**src/sysmb_pkg.sv**
```systemverilog
/*
  Constants and types for the system configuration, mailbox and vector block.
  Assumes a 32-bit classic Wishbone register bus with registers in the low half.
*/
`default_nettype none
package sysmb_pkg;
  // ----------------------------------------
  // Register indices, byte address = 4 * index
  // ----------------------------------------
  localparam logic [6:0] IDX_LOADER_CFG = 7'h02;
  localparam logic [6:0] IDX_MB_CTRL = 7'h06;
  localparam logic [6:0] IDX_MB_IN0 = 7'h08;
  localparam logic [6:0] IDX_MB_IN1 = 7'h0A;
  localparam logic [6:0] IDX_MB_OUT0 = 7'h0C;
  localparam logic [6:0] IDX_MB_OUT1 = 7'h0E;
  localparam logic [6:0] IDX_BERR_VEC = 7'h18;
  localparam logic [6:0] IDX_UNMI_VEC = 7'h1A;
  localparam logic [6:0] IDX_SNMI_VEC = 7'h1C;
  localparam logic [6:0] IDX_RST_VEC = 7'h1E;
  localparam logic [6:0] IDX_IRQ_STAT = 7'h20;
  localparam logic [6:0] IDX_IRQ_MASK = 7'h21;
  // ----------------------------------------
  // Field positions and reset values
  // ----------------------------------------
  localparam int POS_LOADER_PROT = 15;
  localparam int POS_LOADER_OFF = 14;
  localparam int POS_LOADER_RAM = 2;
  localparam int POS_MB_MODE = 4;
  localparam logic [1:0] RST_LOADER_SIZE = 2'h3;
  localparam logic [1:0] RST_OUT_READY = 2'h3;
  localparam logic [15:0] VACANT_WORD = 16'h3FFF;
  // Irq status bits: inbox, outbox, bus error, vacant access
  localparam int IRQ_W = 4;
  // ----------------------------------------
  // Timing
  // ----------------------------------------
  localparam logic [3:0] BERR_WAIT_CYC = 4'h8;

  typedef struct packed {
    logic wr;
    logic rd;
    logic sel;
    logic [15:0] wdat;
  } sysmb_dbg_t;

  typedef struct packed {
    logic ack;
    logic [15:0] rdat;
    logic [15:0] fl_rdat;
    logic loader_prot;
    logic loader_area_disable;
    logic loader_ram_assign;
    logic [1:0] loader_area_size;
    logic [1:0] autoclear_off;
    logic mailbox_width_select;
    logic [1:0] out_ready;
    logic [1:0] in_new;
    logic [15:0] in0;
    logic [15:0] in1;
    logic [15:0] out0;
    logic [15:0] out1;
    logic [15:0] dbg_rdat;
    logic [2:0] unmi;
    logic [8:0] snmi;
    logic [15:0] rstc;
    logic berr;
    logic [3:0] wcnt;
    logic in_ev;
    logic out_ev;
    logic [IRQ_W-1:0] ist;
    logic [IRQ_W-1:0] imask;
  } sysmb_state_t;
endpackage : sysmb_pkg
`default_nettype wire

```
**src/sysmb_top.sv**
```systemverilog
/*
  System configuration registers: loader area control, debugger mailbox,
  four priority vector generators and a maskable interrupt.
  Assumes debugger and event inputs already sit in the sys_clk domain.
*/
// The register offsets and the Wishbone register port are this design's own decisions.
`timescale 1ns/1ps
`default_nettype none
module sysmb_top
  import sysmb_pkg::*;
(
  input wire logic sys_clk,
  input wire logic srst,
  input wire logic wb_cyc_i,
  input wire logic wb_stb_i,
  input wire logic wb_we_i,
  input wire logic [31:0] wb_adr_i,
  input wire logic [3:0] wb_sel_i,
  input wire logic [31:0] wb_dat_i,
  output logic [31:0] wb_dat_o,
  output logic wb_ack_o,
  output logic irq,
  input wire sysmb_dbg_t dbg,
  output logic [15:0] dbg_rdata,
  output logic [1:0] dbg_in_new,
  output logic [1:0] dbg_out_ready,
  input wire logic fl_rd,
  input wire logic [2:0] fl_seg,
  input wire logic [15:0] fl_data,
  output logic [15:0] fl_rdata,
  output logic loader_area_disable,
  output logic loader_prot,
  output logic loader_ram_assign,
  output logic [1:0] loader_area_size,
  input wire logic [2:0] unmi_set,
  input wire logic [6:0] snmi_set,
  input wire logic pwr_on,
  input wire logic [15:0] rst_cause,
  input wire logic periph_wait,
  output logic periph_timeout
);
  sysmb_state_t q;
  sysmb_state_t n;
  logic req;
  logic wr;
  logic rd;
  logic [6:0] idx;
  logic [15:0] wv;
  logic in_area;
  logic vac;
  logic in_lvl;
  logic out_lvl;
  logic [15:0] uvec;
  logic [15:0] svec;
  logic [15:0] rvec;
  logic [15:0] bvec;
  logic [8:0] snmi_in;
  logic [IRQ_W-1:0] iev;

  // Code of lowest set bit, lowest index wins
  function automatic logic [15:0] prio(input logic [15:0] f);
    logic [15:0] v;
    v = 16'h0000;
    for (int i = 15; i >= 0; i--)
    begin
      if (f[i])
        v = 16'((i + 1) * 2);
    end
    return v;
  endfunction : prio

  function automatic logic [15:0] merge(input logic [15:0] o, input logic [15:0] d,
                                        input logic [1:0] s);
    return {s[1] ? d[15:8] : o[15:8], s[0] ? d[7:0] : o[7:0]};
  endfunction : merge

  // ----------------------------------------
  // Decode and vectors
  // ----------------------------------------
  assign req = wb_cyc_i & wb_stb_i & ~q.ack;
  assign wr = req & wb_we_i;
  assign rd = req & ~wb_we_i;
  assign idx = wb_adr_i[8:2];
  assign wv = wb_dat_i[15:0];
  assign in_area = (fl_seg == 3'h3) || (fl_seg == 3'h2 && q.loader_area_size != 2'h0) ||
                   (fl_seg == 3'h1 && q.loader_area_size[1]) ||
                   (fl_seg == 3'h4 && q.loader_area_size == 2'h3);
  assign vac = in_area & q.loader_area_disable;
  // width selects one or both pairs
  assign in_lvl = q.mailbox_width_select ? &q.in_new : q.in_new[0];
  assign out_lvl = q.mailbox_width_select ? &q.out_ready : q.out_ready[0];
  assign uvec = prio({13'h0000, q.unmi});
  assign svec = prio({7'h00, q.snmi});
  assign rvec = prio(q.rstc);
  assign bvec = prio({15'h0000, q.berr});
  assign periph_timeout = periph_wait && q.wcnt == BERR_WAIT_CYC - 4'h1;
  // Level-reached pair sits above the vacant access event; snmi_set[6] has no slot
  assign snmi_in = {snmi_set[5:4], out_lvl & ~q.out_ev, in_lvl & ~q.in_ev,
                    vac & fl_rd, snmi_set[3:0]};
  // Mailbox bits land in order in, out on the vector
  assign iev = {vac & fl_rd, periph_timeout, out_lvl & ~q.out_ev, in_lvl & ~q.in_ev};

  // ----------------------------------------
  // Next state
  // ----------------------------------------
  always_comb
  begin
    n = q;
    n.ack = req;
    n.wcnt = periph_wait ? (q.wcnt == BERR_WAIT_CYC ? q.wcnt : q.wcnt + 4'h1) : 4'h0;
    n.in_ev = in_lvl;
    n.out_ev = out_lvl;
    n.fl_rdat = vac ? VACANT_WORD : fl_data;
    if (dbg.rd)
      n.dbg_rdat = dbg.sel ? q.out1 : q.out0;
    if (rd)
    begin
      case (idx)
        IDX_LOADER_CFG: n.rdat = {q.loader_prot, q.loader_area_disable, 11'h000,
                                  q.loader_ram_assign, q.loader_area_size};
        IDX_MB_CTRL: n.rdat = {8'h00, q.autoclear_off[1], q.autoclear_off[0], 1'b0,
                               q.mailbox_width_select, q.out_ready, q.in_new};
        IDX_MB_IN0: n.rdat = q.in0;
        IDX_MB_IN1: n.rdat = q.in1;
        IDX_MB_OUT0: n.rdat = q.out0;
        IDX_MB_OUT1: n.rdat = q.out1;
        IDX_BERR_VEC: n.rdat = bvec;
        IDX_UNMI_VEC: n.rdat = uvec;
        IDX_SNMI_VEC: n.rdat = svec;
        IDX_RST_VEC: n.rdat = rvec;
        IDX_IRQ_STAT: n.rdat = {12'h000, q.ist};
        IDX_IRQ_MASK: n.rdat = {12'h000, q.imask};
        default: n.rdat = 16'h0000;
      endcase
      if (idx == IDX_MB_IN0 && !q.autoclear_off[0])
        n.in_new[0] = 1'b0;
      if (idx == IDX_MB_IN1 && !q.autoclear_off[1])
        n.in_new[1] = 1'b0;
      // Reading a vector retires the reported source
      if (idx == IDX_UNMI_VEC)
        n.unmi = q.unmi & (q.unmi - 3'h1);
      if (idx == IDX_SNMI_VEC)
        n.snmi = q.snmi & (q.snmi - 9'h001);
      if (idx == IDX_RST_VEC)
        n.rstc = q.rstc & (q.rstc - 16'h0001);
      if (idx == IDX_BERR_VEC)
        n.berr = 1'b0;
    end
    if (wr)
    begin
      case (idx)
        IDX_LOADER_CFG:
        begin
          if (wb_sel_i[1])
          begin
            n.loader_prot = wv[POS_LOADER_PROT];
            n.loader_area_disable = wv[POS_LOADER_OFF];
          end
          if (wb_sel_i[0])
          begin
            n.loader_ram_assign = wv[POS_LOADER_RAM];
            n.loader_area_size = wv[1:0];
          end
        end
        IDX_MB_CTRL:
        begin
          if (wb_sel_i[0])
          begin
            n.autoclear_off = wv[7:6];
            n.mailbox_width_select = wv[POS_MB_MODE];
            n.in_new = wv[1:0];
          end
        end
        IDX_MB_OUT0:
        begin
          n.out0 = merge(q.out0, wv, wb_sel_i[1:0]);
          // upper or word write clears ready
          if (wb_sel_i[1])
            n.out_ready[0] = 1'b0;
        end
        IDX_MB_OUT1:
        begin
          n.out1 = merge(q.out1, wv, wb_sel_i[1:0]);
          if (wb_sel_i[1])
            n.out_ready[1] = 1'b0;
        end
        IDX_BERR_VEC: n.berr = 1'b0;
        IDX_UNMI_VEC: n.unmi = 3'h0;
        IDX_SNMI_VEC: n.snmi = 9'h000;
        IDX_RST_VEC: n.rstc = 16'h0000;
        IDX_IRQ_STAT:
        begin
          if (wb_sel_i[0])
            n.ist = q.ist & ~wv[IRQ_W-1:0];
        end
        IDX_IRQ_MASK:
        begin
          if (wb_sel_i[0])
            n.imask = wv[IRQ_W-1:0];
        end
        default: n.rdat = q.rdat;
      endcase
    end
    // Hardware sets come last so they win over clears
    // inbox loaded only by the debugger
    if (dbg.wr && !dbg.sel)
    begin
      n.in0 = dbg.wdat;
      n.in_new[0] = 1'b1;
    end
    // second inbox unused in narrow mode
    if (dbg.wr && dbg.sel && q.mailbox_width_select)
    begin
      n.in1 = dbg.wdat;
      n.in_new[1] = 1'b1;
    end
    if (dbg.rd)
      n.out_ready[dbg.sel] = 1'b1;
    n.unmi = n.unmi | unmi_set;
    n.snmi = n.snmi | snmi_in;
    n.berr = n.berr | periph_timeout;
    n.ist = n.ist | iev;
    n.rstc = (pwr_on ? 16'h0000 : n.rstc) | rst_cause;
    if (srst)
    begin
      n = '0;
      n.rstc = (pwr_on ? 16'h0000 : q.rstc) | rst_cause;
      n.loader_prot = 1'b1;
      n.loader_area_size = RST_LOADER_SIZE;
      n.out_ready = RST_OUT_READY;
      // Tracker starts at the idle ready level, so no event follows reset
      n.out_ev = 1'b1;
    end
  end

  always_ff @(posedge sys_clk)
  begin
    q <= n;
  end

  // ----------------------------------------
  // Outputs
  // ----------------------------------------
  assign wb_ack_o = q.ack;
  assign wb_dat_o = {16'h0000, q.rdat};
  assign irq = |(q.ist & q.imask);
  assign dbg_rdata = q.dbg_rdat;
  assign dbg_in_new = q.in_new;
  assign dbg_out_ready = q.out_ready;
  assign fl_rdata = q.fl_rdat;
  assign loader_area_disable = q.loader_area_disable;
  assign loader_prot = q.loader_prot;
  assign loader_ram_assign = q.loader_ram_assign;
  assign loader_area_size = q.loader_area_size;
endmodule : sysmb_top
`default_nettype wire

```
**config.mk**
```make
export PLATFORM = sky130hd
export DESIGN_NAME = sysmb_top
export DESIGN_NICKNAME = d
export VERILOG_FILES = /design/src/sysmb_pkg.sv /design/src/sysmb_top.sv
export SDC_FILE = /design/constraint.sdc
export NUM_CORES = 1
export LEC_CHECK = 0
export BUFFER_PORTS_ARGS = -buffer_cell sky130_fd_sc_hd__buf_2
export CELL_PAD_IN_SITES_DETAIL_PLACEMENT = 1
export CELL_PAD_IN_SITES_GLOBAL_PLACEMENT = 2
export CORE_ASPECT_RATIO = 1.75
export CORE_UTILIZATION = 27
export DETAILED_ROUTE_END_ITERATION = 10
export GPL_TIMING_DRIVEN = 0
export PLACE_DENSITY = 0.73
export SLEW_MARGIN = 20
export SYNTH_ARGS = -nofsm -noshare
export SYNTH_HDL_FRONTEND = slang
export SYNTH_SLANG_ARGS = --single-unit
```
**constraint.sdc**
```tcl
create_clock -name sys_clk -period 1.65 [get_ports sys_clk]
set_input_delay 0.0825 -clock sys_clk [delete_from_list [all_inputs] [get_ports sys_clk]]
set_output_delay 0.0825 -clock sys_clk [all_outputs]
set_load 0.02 [all_outputs]
```
# --- Word-level counts from Yosys, hierarchy flattened ---
# Index checks and enable logic that the tools add are counted.
# W data, S select, Z words.
totals:
  register_bits: 168
  inputBits: 140
  output_inout_bits: 76
  word_cells: 183
op_classes:
  n_addsub: 4
  order_cmp: 2
  eq_ne: 20
  muxes: 72
  n_bitwise: 26
  reduce_logical: 31
ops:
  columns: ["operator", "n"]
  rows:
  - ["$mux W16", 33]
  - ["$pmux W16 S12", 1]
  - ["$mux W29", 2]
  - ["$or A16 B16 Y16", 2]
  - ["$mux W31", 1]
  - ["$eq A7 B4 Y1 const B", 4]
  - ["$eq A7 B5 Y1 const B", 4]
  - ["$mux W4", 7]
  - ["$reduce_and A3 Y1", 8]
  - ["$mux W9", 2]
  - ["$mux W17", 1]
  - ["$and A16 B16 Y16", 1]
  - ["$sub A16 B1 Y16 const B", 1]
  - ["$eq A7 B6 Y1 const B", 2]
  - ["$mux W14", 1]
  - ["$mux W1", 12]
  - ["$logic_and A1 B1 Y1", 10]
  - ["$mux W2", 5]
  - ["$reduce_or A10 Y1", 1]
  - ["$and A9 B9 Y9", 1]
  - ["$mux W3", 3]
  - ["$or A9 B9 Y9", 1]
  - ["$sub A9 B1 Y9 const B", 1]
  - ["$and A1 B1 Y1", 8]
  - ["31 further kinds", 43]

# --- Logic depth before layout (Yosys ltp) ---
logic_depth:
  depth_word: 20
  depth_mapped: 8
  ltp_nobuf: 6

# --- Least setup slack after synthesis ---
# OpenSTA, ideal clock, no wires.
synth_timing:
  kind: "register to register"
  startpoint: "register q (netlist bit wb_ack_o)"
  endpoint: "register q[83] in the netlist's numbering"
  setup_ns: 0.128
  arrival_ns: 1.762
  path_slack_ns: -0.239
  path_stages_with_launch: 8
  path_buffers: 2
  path_cell_list: "dfxtp_1 and3b_1 and2_1 clkbuf_1 nand4_1 clkbuf_1 mux2i_1 nor2_1"
synth_via:
  elab_chain_len: 4
synth_rtl:
  columns: ["item", "line_no", "source"]
  rows:
  - ["from (decl)", "sysmb_top.sv:42", "sysmb_state_t q;"]
  - ["from (signal assigned)", "sysmb_top.sv:238", "q <= n;"]
  - ["$not A1 Y1", "sysmb_top.sv:80", "assign req = wb_cyc_i & wb_stb_i & ~q.ack;"]
  - ["$and A1 B1 Y1", "sysmb_top.sv:80", null]
  - ["$and A1 B1 Y1", "sysmb_top.sv:81", "assign wr = req & wb_we_i;"]
  - ["$reduce_and A3 Y1 (no source line)", null, null]
# No other way between the ends.
# A chain may end at the register's enable or synchronous reset.

# --- Final worst setup path ---
layout_timing:
  startpoint: "register q[18] in the netlist's numbering"
  endpoint: "register q (netlist bit wb_dat_o[3])"
layout_via:
  elab_chain_len: 8
layout_rtl:
  columns: ["item", "line_no", "source"]
  rows:
  - ["$mux W16 (*) (4 in a row)", "sysmb_top.sv:66", "if (f[i])"]
  - ["$pmux W16 S12 (*)", "sysmb_top.sv:118", "case (idx)"]
  - ["$mux W16 (*)", "sysmb_top.sv:116", "if (rd)"]
  - ["$mux W16", "sysmb_top.sv:151", "case (idx)"]
  - ["$mux W16 (*)", "sysmb_top.sv:149", "if (wr)"]
# Mark *: on every way between the ends. The rest lies on a longest branch, timed or not. The select of a mux whose other input is x is not followed.

==> results.py <==
metrics = {
    "sta": {
        "clock_skew_ns": 0.0144,
        "fin_tns_setup_ns": -3.40,
        "rsz0062_at_grt": "true",
        "post-route-period-util": 1.13,
        "period_needed_ns": 1.86,
        "setup_viol": 64,
        "slew_viol_final": 0,
        "max_slew_margin": 0.431,
        "finalHoldViolCount": 0,
        "max_freq_mhz": 538,
        "worst_slew_pin_slew_ns": 0.843,
        "setup_ws_ns": -0.208,
    },
    "yosys": {
        "synth_area_leaders": "dfxtp_1 43%, mux2i_1 6.8%, buf_4 6.7%, nor2_1 6.0%, nand2_1 5.0%",
        "synthesis.area_sq_um": 7830,
        "yosysWarnings": 0,
        "ys_ff_latch": 168,
        "syn_avg_cell_area_sq_um": 8.45,
        "synthDistinctLibCells": 65,
        "yosysTopAreaCell": "dfxtp_1",
        "ys_seq_area_frac": 0.430,
        "synth_edf_count": 0,
        "synth-main-ff-cell": "dfxtp_1",
        "postSynthCellCount": 926,
        "async_reset_ff_frac": 0,
        "synth_top_area_frac": 0.430,
    },
    "setup_path": {
        "r2r.worst_path.cells": 6,
        "r2r_start": "q[18]",
        "regToRegSetupSlack_ns": -0.21,
        "end_kind": "register",
        "critPathKind": "register to register",
        "reg2reg_to": "wb_dat_o[3]",
        "required_ns": 1.99,
        "crit_end": "wb_dat_o[3]",
        "crit_fanout": 4,
        "critPathLaunchType": "register",
        "arrival_ns": 2.20,
        "startpoint": "q[18]",
    },
    "floorplanning": {
        "die-area_sq_um": 29700,
        "core-area_sq_um": 28500,
        "die-width_um": 131,
        "die_h_um": 227,
        "ios": 216,
        "row_count": 82,
        "start_util": 0.274,
    },
    "cells_and_area": {
        "layout_common_cells": "159 x buf_2, 155 x dfxtp_1, 120 x nor2_1, 99 x nand2_1, 93 x buf_4",
        "stdcell_count": 1611,
        "fin_nets": 1363,
        "final_common_cell": "buf_2",
        "fin_util": 0.396,
        "area_growth_pct": 44.4,
        "drive_gt1_frac": 0.333,
        "antenna_cells": 0,
    },
    "job": {
        "max_cap_viol_count": 0,
    },
    "clock_network": {
        "htreeDepth": 4,
        "cts_buffers": 17,
        "cts_tree": "done",
        "clk_pin_slew_ns": 0.07,
        "cts_sinks": 168,
        "clk_latency_ns": 0.45,
        "cts.path.max_buffers": 2,
        "cts_root_buf": "clkbuf_16",
    },
    "placement": {
        "place_inst": 1472,
        "port_buffers": 153,
        "post-place-ws_ns": -0.976,
        "hpwl_um": 23600,
        "gp_congestion": 0.827,
    },
    "grt": {
        "grt_pass1_vias": 8124,
        "grt_pass1_wl_um": 46000,
        "track_usage": 0.213,
        "grt_max_degree": 17,
        "antenna_found_initial": 0,
        "grt_remaining_overflow": 0,
    },
    "outcome": {
        "outcome": "finished with violations",
        "violations": "negative setup slack",
    },
    "pwr": {
        "vdd.ir_drop.worst_uv": 739,
        "p_per_area_nw_per_um2": 809,
        "p_leak_uw": 0.00478,
    },
    "detailed_routing": {
        "final_antenna_net_count": 0,
        "wirelength_um": 31300,
        "drt_iter0_drc": 299,
        "avgViaCountPerCell": 4.86,
        "dr.pass1.iters": 7,
        "num_vias": 7835,
        "drc": 0,
        "wl_per_cell_um": 19.4,
    },
    "min_path": {
        "min_path_type": "input port to register",
    },
}
[flip-flops by register name, indices dropped and copies added, names as in the netlist]
signal	flops
loader_ram_assign	1
dbg_in_new	2
loader_prot	1
loader_area_disable	1
wb_dat_o	16
fl_rdata	16
wb_ack_o	1
dbg_out_ready	2
q	110
loader_area_size	2
dbg_rdata	16
[cells by family after synthesis]
| group | share of synthesized area |
|---|---|
| AND/OR/NAND/NOR | 0.192 |
| multiplexers | 0.0865 |
| flip-flops | 0.430 |
| buffers and inverters | 0.104 |
| AO/OA/AOI/OAI | 0.182 |
| adder cells (fa/ha/maj) | 0.00320 |
| XOR/XNOR | 0.00224 |
| other | 0.000479 |
[critical path: stages (launching register included)]
cell	delay, ns
dfxtp_4	0.36
nor4_4	0.39
o21ai_1	0.16
and3_1	0.23
a31oi_1	0.16
nand4_1	0.20
a22o_1	0.24
[layer usage]
metal / share of wire / GRT usage
met1: 0.37 / 0.210
met2: 0.54 / 0.398
met3: 0.028 / 0.0334
met4: 0.063 / 0.148
met5: 0 / 0
[repair_timing]
item,in CTS,in global routing
resized for setup,88,85
buffers inserted,16,18
endpoints found under the setup margin,119,109
endpoints found under the hold margin,119,0
cloned,1,2
hold buffers,76,0
pin swaps,18,38
[area by class of cell]
cell class,count,area (sq um)
plain buffers,120,821
clock buffers,20,437
well taps,378,473
inverters,19,71.3
flip-flops and latches,168,3390
fillers,3454,17200
multi-input cells,629,4100
clock inverters,11,91.3
repair buffers,266,1910
[power by group]
group	total, uW	internal, uW	switching [uW]
clock	3730	1940	1790
combinational	1130	534	596
sequential	4280	4160	117
total	9130	6630	2500
[synthesized netlist by cell type (9+ instances only)]
cell type and number:
dfxtp_1 168, nor2_1 126, nand2_1 104, a21oi_1 76, buf_4 70, mux2i_1 53
clkbuf_1 44, o21ai_0 25, a22oi_1 21, nand3_1 20, inv_1 19, a211oi_1 17
nor3_1 11, a22o_1 10, mux2_2 9, nand2b_1 9, o211ai_1 9
[through the flow]
stage	hold slack (ns)	total power [uW]	instance area, sq um
after floorplan	0.177	4840	7920
after global placement	0.269	5220	9160
after detailed placement	0.272	5240	9160
after CTS	0.0363	9180	10900
after global routing	0.0394	9500	11300
final	0.0302	9130	11300
[worst min-delay path by stage]
stage | from | slack [ns] | endpoint | cells after the start
after global placement | rst_cause[3] | 0.27 | q[18] | 2
after floorplan | rst_cause[4] | 0.18 | q[19] | 2
after detailed placement | rst_cause[3] | 0.27 | q[18] | 2
after global routing | dbg[17] | 0.04 | dbg_rdata[1] | 3
final | dbg[17] | 0.03 | dbg_rdata[1] | 3
after CTS | dbg[17] | 0.04 | dbg_rdata[1] | 3
(Power assumes the default switching activity.)
